**src/bwc_pkg.sv**
```systemverilog
// Constants and carrier types for the black/white calibration control bank
package bwc_pkg;

  // ---------------------------------------------------------------
  // Register offsets
  // ---------------------------------------------------------------
  localparam logic [7:0] OFS_CLAMP    = 8'h24;
  localparam logic [7:0] OFS_THR_HI   = 8'h25;
  localparam logic [7:0] OFS_THR_LO   = 8'h26;
  localparam logic [7:0] OFS_FAST     = 8'h27;
  localparam logic [7:0] OFS_WCFG     = 8'h28;
  localparam logic [7:0] OFS_RUN_AVG  = 8'h29;
  localparam logic [7:0] OFS_ST_HI    = 8'h2a;
  localparam logic [7:0] OFS_ST_LO    = 8'h2b;
  localparam logic [7:0] OFS_WID_HI   = 8'h2c;
  localparam logic [7:0] OFS_WID_LO   = 8'h2d;

  // ---------------------------------------------------------------
  // Values after reset
  // ---------------------------------------------------------------
  localparam logic [7:0] RST_CLAMP    = 8'h84;
  localparam logic [7:0] RST_THR_HI   = 8'h50;
  localparam logic [7:0] RST_THR_LO   = 8'h40;
  localparam logic [7:0] RST_FAST     = 8'h88;
  localparam logic [7:0] RST_WCFG     = 8'h00;
  localparam logic [7:0] RST_RUN_AVG  = 8'h04;
  localparam logic [7:0] RST_ST       = 8'h00;
  localparam logic [7:0] RST_WID      = 8'h00;

  // ---------------------------------------------------------------
  // Field positions
  // ---------------------------------------------------------------
  localparam int BIT_INCR      = 7;
  localparam int BIT_USE_BLK   = 6;
  localparam int BIT_TRIG_SEL  = 5;
  localparam int BIT_PIN_DIS   = 4;
  localparam int BIT_ENABLE    = 0;
  localparam logic [7:0] WCFG_MASK   = 8'hf1;
  localparam logic [7:0] THR_LO_MASK = 8'hc0;
  localparam logic [2:0] RUN_AVG_MAX = 3'h5;

  // Register port request
  typedef struct packed {
    logic [7:0] addr;
    logic [7:0] wdata;
    logic       we;
    logic       re;
  } bwc_req_t;

  // Pins driven by the timing controller
  typedef struct packed {
    logic line_clamp_pin;
    logic black_clamp_pin;
    logic white_loop_start;
    logic pix_en;
  } bwc_pins_t;

  typedef enum logic [1:0] {PK_IDLE, PK_WAIT, PK_WINDOW} bwc_phase_t;

endpackage : bwc_pkg

```
**src/bwc_ctrl.sv**
```systemverilog
// Black/white calibration control registers and peak-window sequencer
// What this block does
// - Bits 7:3 of the clamp register select black-clamp averaging length.
// - Coarse DAC step is compensated by threshold on fine DAC, default 321.
// - Threshold bits 9:2 in high register, bits 1:0 in low bits 7:6.
// - Fast-mode register holds hysteresis in 7:5 and threshold in 4:0.
// - White-config bit 7 picks incremental search, else binary search.
// - Bit 6 set subtracts black average from white samples.
// - Bit 5 picks black-clamp pin, else line-clamp pin, as line trigger.
// - Bit 4 set makes the device ignore the white-loop start pin.
// - Writing bit 0 as 1 enables the loop; it reads 1 until ready.
// - Peak average code 0..5 means 1 to 32 pixels, doubling each step.
// - Peak detection starts a 16-bit pixel count after trigger rising edge.
// - Peak detection lasts a 16-bit pixel count from the start pixel.
// - White loop runs continuously while the start pin is held high and bit 4 is clear.
// - Black-loop mode bit 1 updates fine only, else coarse and fine.
`timescale 1ns/10ps
module bwc_ctrl (
  input  wire logic               CLK,
  input  wire logic               RST_N,
  input  wire logic               CE,
  input  wire bwc_pkg::bwc_req_t  REQ,
  input  wire bwc_pkg::bwc_pins_t PINS,
  input  wire logic               LOOP_DONE,
  input  wire logic               BLK_FINE_ONLY,
  input  wire logic [9:0]         SAMPLE_IN,
  input  wire logic [9:0]         BLACK_AVG,
  output logic [7:0]              RDATA,
  output logic [4:0]              CLAMP_AVG_CODE,
  output logic [9:0]              FINE_STEP,
  output logic [2:0]              FAST_HYST,
  output logic [4:0]              FAST_THRESH,
  output logic                    INCR_SEARCH,
  output logic                    UPDATE_COARSE,
  output logic                    WHITE_LOOP_RUN,
  output logic [5:0]              PEAK_AVG_PIXELS,
  output logic                    PEAK_ACTIVE,
  output logic [9:0]              WHITE_SAMPLE
);

  // ---------------------------------------------------------------
  // State
  // ---------------------------------------------------------------
  typedef struct packed {
    logic [7:0]          clamp;
    logic [7:0]          thr_hi;
    logic [9:0]          thr;
    logic [7:0]          fast;
    logic [7:0]          wcfg;
    logic [2:0]          run_avg;
    logic [7:0]          st_hi;
    logic [15:0]         st;
    logic [7:0]          wid_hi;
    logic [15:0]         wid;
    logic [7:0]          rdata;
    logic                trig_d;
    logic                run;
    logic                coarse;
    logic                peak;
    logic [5:0]          pk_pix;
    logic [9:0]          wsample;
    logic [15:0]         cnt;
    bwc_pkg::bwc_phase_t phase;
  } bwc_state_t;

  bwc_state_t r_q;
  bwc_state_t r_d;
  logic       trig;
  logic       wr;

  // ---------------------------------------------------------------
  // Next-state logic
  // ---------------------------------------------------------------
  always_comb
  begin
    r_d  = r_q;
    wr   = REQ.we;
    // Trigger pin choice per line
    trig = r_q.wcfg[bwc_pkg::BIT_TRIG_SEL] ? PINS.black_clamp_pin
                                           : PINS.line_clamp_pin;
    // Register writes; reserved bits are held at zero
    if (wr)
    begin
      case (REQ.addr)
        bwc_pkg::OFS_CLAMP:   r_d.clamp = REQ.wdata;
        // High half is only staged, so a lone write leaves FINE_STEP unchanged
        bwc_pkg::OFS_THR_HI:  r_d.thr_hi = REQ.wdata;
        bwc_pkg::OFS_THR_LO:  r_d.thr = {r_q.thr_hi, REQ.wdata[7:6]};
        bwc_pkg::OFS_FAST:    r_d.fast = REQ.wdata;
        bwc_pkg::OFS_WCFG:    r_d.wcfg = REQ.wdata & bwc_pkg::WCFG_MASK;
        bwc_pkg::OFS_RUN_AVG: r_d.run_avg = REQ.wdata[2:0];
        bwc_pkg::OFS_ST_HI:   r_d.st_hi = REQ.wdata;
        bwc_pkg::OFS_ST_LO:   r_d.st = {r_q.st_hi, REQ.wdata};
        bwc_pkg::OFS_WID_HI:  r_d.wid_hi = REQ.wdata;
        bwc_pkg::OFS_WID_LO:  r_d.wid = {r_q.wid_hi, REQ.wdata};
        default:              r_d.rdata = r_q.rdata;
      endcase
    end
    // Loop done clears enable, but a same-cycle write of 1 wins
    if (LOOP_DONE && !(wr && REQ.addr == bwc_pkg::OFS_WCFG
                       && REQ.wdata[bwc_pkg::BIT_ENABLE]))
      r_d.wcfg[bwc_pkg::BIT_ENABLE] = 1'b0;
    // Read data; unmapped offsets read zero
    if (REQ.re)
    begin
      case (REQ.addr)
        bwc_pkg::OFS_CLAMP:   r_d.rdata = r_q.clamp;
        bwc_pkg::OFS_THR_HI:  r_d.rdata = r_q.thr_hi;
        bwc_pkg::OFS_THR_LO:  r_d.rdata = {r_q.thr[1:0], 6'h00};
        bwc_pkg::OFS_FAST:    r_d.rdata = r_q.fast;
        bwc_pkg::OFS_WCFG:    r_d.rdata = r_q.wcfg;
        bwc_pkg::OFS_RUN_AVG: r_d.rdata = {5'h00, r_q.run_avg};
        bwc_pkg::OFS_ST_HI:   r_d.rdata = r_q.st_hi;
        bwc_pkg::OFS_ST_LO:   r_d.rdata = r_q.st[7:0];
        bwc_pkg::OFS_WID_HI:  r_d.rdata = r_q.wid_hi;
        bwc_pkg::OFS_WID_LO:  r_d.rdata = r_q.wid[7:0];
        default:              r_d.rdata = 8'h00;
      endcase
    end
    // Loop runs on enable bit, or while the start pin is high and bit 4 is clear
    r_d.run = r_q.wcfg[bwc_pkg::BIT_ENABLE] ||
              (PINS.white_loop_start &&
               !r_q.wcfg[bwc_pkg::BIT_PIN_DIS]);
    r_d.coarse = !BLK_FINE_ONLY;
    // Codes above 5 saturate at the longest average
    r_d.pk_pix = (r_q.run_avg > bwc_pkg::RUN_AVG_MAX) ? 6'h20
               : 6'(6'h01 << r_q.run_avg);
    // Black offset removal, clamped at zero to avoid wraparound
    if (r_q.wcfg[bwc_pkg::BIT_USE_BLK])
      r_d.wsample = (SAMPLE_IN > BLACK_AVG) ? 10'(SAMPLE_IN - BLACK_AVG)
                                            : 10'h000;
    else
      r_d.wsample = SAMPLE_IN;
    // Peak window sequencer, counted in pixel strobes
    r_d.trig_d = trig;
    case (r_q.phase)
      bwc_pkg::PK_IDLE:
      begin
        r_d.cnt = 16'h0000;
      end
      bwc_pkg::PK_WAIT:
      begin
        if (PINS.pix_en)
        begin
          if (r_q.cnt == r_q.st)
          begin
            r_d.cnt   = 16'h0000;
            r_d.phase = (r_q.wid == 16'h0000) ? bwc_pkg::PK_IDLE
                                              : bwc_pkg::PK_WINDOW;
          end
          else
            r_d.cnt = 16'(r_q.cnt + 16'h0001);
        end
      end
      bwc_pkg::PK_WINDOW:
      begin
        if (PINS.pix_en)
        begin
          if (r_q.cnt == 16'(r_q.wid - 16'h0001))
            r_d.phase = bwc_pkg::PK_IDLE;
          else
            r_d.cnt = 16'(r_q.cnt + 16'h0001);
        end
      end
      default:
        r_d.phase = bwc_pkg::PK_IDLE;
    endcase
    // A new trigger edge restarts the count for this line
    if (r_q.run && trig && !r_q.trig_d)
    begin
      r_d.phase = bwc_pkg::PK_WAIT;
      r_d.cnt   = 16'h0000;
    end
    if (!r_q.run)
      r_d.phase = bwc_pkg::PK_IDLE;
    r_d.peak = (r_d.phase == bwc_pkg::PK_WINDOW);
  end

  // ---------------------------------------------------------------
  // State register
  // ---------------------------------------------------------------
  always_ff @(posedge CLK)
  begin
    if (!RST_N)
    begin
      r_q         <= '0;
      r_q.clamp   <= bwc_pkg::RST_CLAMP;
      r_q.thr_hi  <= bwc_pkg::RST_THR_HI;
      r_q.thr     <= {bwc_pkg::RST_THR_HI, bwc_pkg::RST_THR_LO[7:6]};
      r_q.fast    <= bwc_pkg::RST_FAST;
      r_q.wcfg    <= bwc_pkg::RST_WCFG;
      r_q.run_avg <= bwc_pkg::RST_RUN_AVG[2:0];
      r_q.st_hi   <= bwc_pkg::RST_ST;
      r_q.wid_hi  <= bwc_pkg::RST_WID;
      r_q.coarse  <= 1'b1;
      r_q.pk_pix  <= 6'(6'h01 << bwc_pkg::RST_RUN_AVG[2:0]);
      r_q.phase   <= bwc_pkg::PK_IDLE;
    end
    else if (CE)
      r_q <= r_d;
  end

  // Outputs come straight from state flops
  assign RDATA           = r_q.rdata;
  assign CLAMP_AVG_CODE  = r_q.clamp[7:3];
  assign FINE_STEP       = r_q.thr;
  assign FAST_HYST       = r_q.fast[7:5];
  assign FAST_THRESH     = r_q.fast[4:0];
  assign INCR_SEARCH     = r_q.wcfg[bwc_pkg::BIT_INCR];
  assign UPDATE_COARSE   = r_q.coarse;
  assign WHITE_LOOP_RUN  = r_q.run;
  assign PEAK_AVG_PIXELS = r_q.pk_pix;
  assign PEAK_ACTIVE     = r_q.peak;
  assign WHITE_SAMPLE    = r_q.wsample;
endmodule : bwc_ctrl

```
**config.mk**
```make
export PLATFORM = sky130hd
export DESIGN_NAME = bwc_ctrl
export DESIGN_NICKNAME = d
export VERILOG_FILES = /design/src/bwc_pkg.sv /design/src/bwc_ctrl.sv
export SDC_FILE = /design/constraint.sdc
export NUM_CORES = 1
export LEC_CHECK = 0
export BUFFER_PORTS_ARGS = -buffer_cell sky130_fd_sc_hd__buf_2
export CORE_MARGIN = 2
export CORE_UTILIZATION = 40
export CTS_CLUSTER_SIZE = 20
export DETAILED_ROUTE_END_ITERATION = 8
export PLACE_DENSITY = 0.68
export SYNTH_ARGS = -nofsm -noshare
export SYNTH_HDL_FRONTEND = slang
export SYNTH_SLANG_ARGS = --single-unit
```
**constraint.sdc**
```tcl
create_clock -name CLK -period 4.1 [get_ports CLK]
set_clock_uncertainty 0.05 [all_clocks]
set_input_delay 0.82 -clock CLK [delete_from_list [all_inputs] [get_ports CLK]]
set_output_delay 0.82 -clock CLK [all_outputs]
set_load 0.02 [all_outputs]
```
==> results of run 1 <==
cells in the final DEF (no fill, tap or decap), types with 4 or more instances in the layout:
cell       netlist  routed
ha_1            16      16
o211ai_1         6       6
or3_1           13      13
xnor2_1         13      13
and2_1           4       4
xor2_1          29      29
a31oi_1          6       6
nand4_1          9       9
a22o_1           4       4
clkinv_2         0       4
or4_1            6       6
o31ai_1          4       4
nor2b_1          5       5
a21oi_1        112     112
nand2_1        189     189
nand3_1         41      41
buf_2            6      97
a22oi_1         18      18
mux2_2           4       4
o21ai_0         24      24
mux2i_1         13      13
nor4_1          12      12
and3_1           7       7
buf_4           48      10
inv_1           25      25
nor3_1          21      21
nand2b_1         7       7
nor2_1          57      57
dfxtp_1        136     136
clkbuf_16        0      17
a221oi_1        11      11
stage by stage:
stage / power [mW] / area, sq um / hold WS [ns] / std cells
2_1_floorplan: 1.53 / 7520 / 0.382 / 967
3_3_place_gp: 1.60 / 7740 / 0.394 / 1199
3_5_place_dp: 1.60 / 7740 / 0.399 / 1199
4_1_cts: 3.09 / 8330 / 0.409 / 1231
5_1_grt: 3.17 / 8330 / 0.431 / 1231
6_report: 3.08 / 8330 / 0.409 / 1231
critical path: cells and delay by family, from the launching register on:
family          cells  cell delay (ns)
buf+inv             1             0.09
simple gates        5             0.93
flops               1             0.48
mux                 1             0.26
compound gates      2             0.93
fa+ha+maj           1             0.25
sequential cells by signal, indices dropped and copies added (netlist names), 3 cells and up:
signal	flops
CLAMP_AVG_CODE	5
FAST_HYST	3
FAST_THRESH	5
FINE_STEP	10
PEAK_AVG_PIXELS	6
RDATA	8
WHITE_SAMPLE	10
r_q	85
path summary, 6_finish.rpt:
check                               to  slack (ns)                       from
max                r_q[3]$_SDFFE_PN0P_        0.97       r_q[46]$_SDFFE_PN0P_
min          FINE_STEP[9]$_SDFFE_PN0P_        0.41  FINE_STEP[9]$_SDFFE_PN0P_
max reg2reg        r_q[3]$_SDFFE_PN0P_        0.97       r_q[46]$_SDFFE_PN0P_
min reg2reg  FINE_STEP[9]$_SDFFE_PN0P_        0.41  FINE_STEP[9]$_SDFFE_PN0P_
power breakdown:
part           internal (mW)  total, mW  switching (mW)  leakage [nW]
combinational         0.0793      0.230           0.151          1.87
sequential              1.33       1.34         0.00895          1.10
clock                  0.890       1.50           0.614         0.285
synthesized netlist by cell type, types with 4 or more instances:
cell type	number
nand2_1	189
dfxtp_1	136
a21oi_1	112
nor2_1	57
clkbuf_1	49
buf_4	48
nand3_1	41
xor2_1	29
inv_1	25
o21ai_0	24
nor3_1	21
a22oi_1	18
ha_1	16
mux2i_1	13
or3_1	13
xnor2_1	13
nor4_1	12
a221oi_1	11
nand4_1	9
and3_1	7
nand2b_1	7
a31oi_1	6
buf_2	6
o211ai_1	6
or4_1	6
nor2b_1	5
a22o_1	4
and2_1	4
buf_6	4
mux2_2	4
o31ai_1	4
layer usage:
| metal | wire length, um | global-route usage | up-vias |
|---|---|---|---|
| met3 | 1490 | 0.0401 | 50 |
| met1 | 9350 | 0.286 | 3274 |
| met5 | 0 | 0 | - |
| met4 | 682 | 0.0805 | 0 |
| met2 | 9780 | 0.347 | 273 |
| li1 | - | - | 3388 |
logic make-up (layout without fill, tap and decap cells):
| kind of cell | after synthesis | count (layout) |
|---|---|---|
| AO/OA/AOI/OAI | 225 | 225 |
| XOR/XNOR | 43 | 43 |
| adder cells (fa/ha/maj) | 17 | 17 |
| buffers and inverters | 136 | 166 |
| flip-flops | 136 | 136 |
| multiplexers | 17 | 17 |
| AND/OR/NAND/NOR | 393 | 393 |
area by class of cell:
class	instances	area [sq um]
clock buffers	20	467
clock inverters	12	115
fillers	1788	10300
inverters	27	103
multi-input cells	695	4070
flip-flops and latches	136	2720
well taps	234	293
repair buffers	107	561
==> run summary, run 1 <==
Share of async-settable or async-resettable flops after synthesis - 0
Warnings, synthesis - 0
CTS sink count - 136
Worst setup slack after placement - 0.742 ns
Unrepaired setup endpoints after global routing - false
ANT cells - 0
Number of pins with negative max-slew slack in the final report - 0
Half-perimeter wire length after detailed placement - 15.1 mm
# H-tree levels - 4
Avg Synthesized Cell Area - 7.78 sq um
Crit Path Category - reg2reg
Initial standard-cell utilization of the core - 0.405
Cell accounting for the most synthesized area - dfxtp_1
Overall die area - 19,900 sq um
Hold Fails Final Rpt - 0
Resized Gates After CTS - 0
Vertical die dimension - 141 um
Area share of xor/xnor cells in the synthesized design - 0.0519
Largest net degree at the start of global routing - 57
Number of flops mapped to enable cells by yosys - 0
CP max FO - 12
Placement Rows - 50
Worst ir drop on vdd - 287 uV
Setup crit start kind - flip-flop
Horiz. Die Dim - 141 um
Crit path setup slack, layout - 0.970 ns
Largest family of logic cells by synthesized area - simple AND/OR/NAND/NOR gates
Post-synthesis instance area - 7520 sq um
Count of port buffers added during placement - 97
# Max-Cap Violations - 0
Number of optimization iterations in the first detailed-route pass - 8
Synth top area cells - dfxtp_1 (36%), nand2_1 (9.4%), a21oi_1 (7.5%)
Residual overflow from global routing - 0
Final period utilization - 0.763
Share of Yosys cell area claimed by the top area cell type - 0.362
Worst setup EP type - flip-flop
Sequential area share after synthesis - 0.362
Simple-Gate Fraction of Synth Area - 0.247
IO Pins - 98
Number of setup violations in the final report - 0
Core footprint - 18,600 sq um
Total power per unit cell area - 369 nW/um^2
Post-CTS repair timing setup buffer count - 0
Path category of the worst min-delay check - reg2reg
Total Routed Length - 21.3 mm
Routed length per placed instance - 17.3 um
Post-synth top flop - dfxtp_1
Global placement routability congestion - 0.906
Reported leakage power - 3.26 nW
CP max stage delay - 0.68 ns
Critical-path cell list - inv_1, ha_1, or3b_1, nor3_1, or3_1, a21oi_1, nand4_1, o21ai_1, mux2i_1, nor2_1
Root cell of the clock tree - clkbuf_16
Synthesized instance count - 967
Clk Latency, worst-skew pair - 0.43 ns
Remaining routing DRC violations - 0
Total negative slack for setup checks - 0 ns
Instance count along the most critical hold path - 2
Initial antenna violation count - 0
TritonCTS buffer count - 17
R2R cell count - 10
Post-route core utilization - 0.448
TritonCTS clock tree - built
Vias in the first global route - 6,476
Max_slew headroom - 0.411
Required time at the endpoint of the critical path - 4.33 ns
Number of distinct library cells after synthesis - 79
Total number of nets in the final design - 1,048
Number of vias in the routed layout - 6,985
Worst-Margin Slew - 0.877 ns
Clock input transition at the sequential cells of the worst setup and hold paths - 0.07 ns
Fraction of layout cells with a size suffix above 1 - 0.163
Cell type of the slowest stage on the worst timing path - o21ai_1
Portion of netlist area occupied by mux cells - 0.0233
Area growth from synthesis to layout - 10.8%
Iteration-0 DRC Markers - 683
Synthesized-area fraction occupied by ao, oa, aoi and oai cells - 0.190
Net count of the mapped netlist - 1,031
Total GRT Usage - 0.215
Remaining number of nets flagged by the antenna check after routing - 0
Top achievable clock speed - 0.320 GHz
Post-cts hold buffer count - 0
Data arrival time at the worst-slack endpoint - 3.36 ns
Global-route wire length before repair - 34.1 mm
Result of the run - completed
Clock Path Buffers - 2
Register bit count reported by yosys - 136
Shortest period the worst path allows - 3.13 ns
Adder-cell area share of the yosys netlist - 0.0293
Via/cell ratio - 5.67
No activity file was read; power rests on OpenSTA's default activity.
==> run 2, diff against run 1 <==
Settings changed: PLACE_DENSITY 0.68 to 0.7.
Clock period 4.1 ns to 2.7 ns, I/O delays scaled along.
==> run summary, run 2 (synthesis results as in run 1) <==
# H-tree levels - 4
Initial standard-cell utilization of the core - 0.405
Top achievable clock speed - 0.365 GHz
Clock Path Buffers - 2
Number of optimization iterations in the first detailed-route pass - 8
Total GRT Usage - 0.222
Initial antenna violation count - 0
Vias in the first global route - 6,772
CTS sink count - 136
Count of port buffers added during placement - 97
Worst-Margin Slew - 0.578 ns
Remaining routing DRC violations - 0
Failing checks - setup timing
Final period utilization - 1.01
Horiz. Die Dim - 141 um
Leading cell type in the layout, fill and taps excluded - nand2_1
Remaining number of nets flagged by the antenna check after routing - 0
Largest net degree at the start of global routing - 90
Number of flip-flops in the largest register - 85
IO Pins - 98
Worst setup EP type - flip-flop
Crit Path Category - reg2reg
Global placement routability congestion - 0.965
Path category of the worst min-delay check - in2reg
Fraction of layout cells with a size suffix above 1 - 0.250
Setup crit start kind - flip-flop
TritonCTS clock tree - built
Post-route core utilization - 0.494
Routed length per placed instance - 17.3 um
Placement Rows - 50
Max_slew headroom - 0.614
Via/cell ratio - 5.61
Number of pins with negative max-slew slack in the final report - 0
Iteration-0 DRC Markers - 625
Total power after layout - 4.99 mW
Clk Latency, worst-skew pair - 0.42 ns
Residual overflow from global routing - 0
ANT cells - 0
Data arrival time at the worst-slack endpoint - 3.00 ns
Worst ir drop on vdd - 341 uV
Vertical die dimension - 141 um
Cell Count Post-Placement - 1,252
Global-route wire length before repair - 35.4 mm
Number of setup violations in the final report - 15
Core footprint - 18,600 sq um
Number of vias in the routed layout - 7,262
TritonCTS buffer count - 17
Half-perimeter wire length after detailed placement - 15.6 mm
# Max-Cap Violations - 0
Largest reg by FF count - r_q
Final Hold Slack - 0.347 ns
Root cell of the clock tree - clkbuf_16
Total power per unit cell area - 544 nW/um^2
CP max FO - 7
Hold Fails Final Rpt - 0
Overall die area - 19,900 sq um
Area growth from synthesis to layout - 22.0%
Required time at the endpoint of the critical path - 2.96 ns
Result of the run - complete, but fails checks
Post-route insts no fill - 1,294
Worst setup slack after placement - -0.155 ns
Total number of nets in the final design - 1,111
Reported leakage power - 3.67 nW
Total Routed Length - 22.3 mm
Most used cells in the layout excluding fill and tap cells - nand2_1 (188), dfxtp_1 (129), a21oi_1 (104), buf_2 (97), buf_4 (62)
Unrepaired setup endpoints after global routing - true
Clock input transition at the sequential cells of the worst setup and hold paths - 0.06 ns
Crit path setup slack, layout - -0.0397 ns
Shortest period the worst path allows - 2.74 ns
[run 2: metrics by stage]
step	instance area [sq um]	TNS [ns]
6_report	9180	-0.315
3_5_place_dp	8170	-1.31
4_1_cts	8970	-0.0378
2_1_floorplan	7520	0
5_1_grt	9180	-1.49
3_3_place_gp	8170	-0.343
[run 2: cell type report]
cell class,count,area (sq um)
sequential,136,2730
fill,1718,9410
tap,234,293
timing repair buffer,170,1110
multi-input combinational,695,4280
clock buffer,22,494
clock inverter,10,163
inverter,27,103
[run 2: path summary, 6_finish.rpt]
check	startpoint	endpoint	slack [ns]	cells past startpoint
worst min register to register	FINE_STEP[4]$_SDFFE_PN0P_	FINE_STEP[4]$_SDFFE_PN0P_	0.40	2
worst min-delay path	BLK_FINE_ONLY	UPDATE_COARSE$_SDFFE_PN1P_	0.35	4
worst max-delay path	r_q[47]$_SDFFE_PN0P_	r_q[4]$_SDFFE_PN0P_	-0.04	12
worst max register to register	r_q[47]$_SDFFE_PN0P_	r_q[4]$_SDFFE_PN0P_	-0.04	12
[run 2: worst max-delay path, cell delays in order (launching register included)]
cell	delay [ns]
dfxtp_4	0.35
inv_2	0.06
ha_4	0.14
or3b_4	0.40
o31a_1	0.28
o21ai_2	0.15
nand2_2	0.11
a41oi_4	0.31
buf_6	0.15
o221ai_4	0.10
a31oi_4	0.29
clkbuf_16	0.20
nor2_1	0.05
[run 2: where the power goes]
part	leakage [nW]	total, mW	internal (mW)	switching, mW
combinational	2.25	0.407	0.158	0.249
clock	0.319	2.55	1.67	0.879
sequential	1.10	2.04	2.02	0.0140
total	3.67	4.99	3.85	1.14
[run 2: routing by layer]
metal | vias to the layer above | part of all wire | GRT usage
met4 | 0 | 0.034 | 0.0916
met3 | 65 | 0.062 | 0.0472
met2 | 291 | 0.48 | 0.367
li1 | 3521 | - | -
met5 | - | 0 | 0
met1 | 3385 | 0.43 | 0.283
[run 2: timing repair]
item / in CTS / in global routing
hold buffers: 0 / 0
endpoints found under the hold margin: 0 / 0
setup endpoints to repair: 16 / 19
buffers inserted: 7 / 3
gates resized for setup: 12 / 54
pin swaps: 8 / 32
gates cloned: 1 / 0
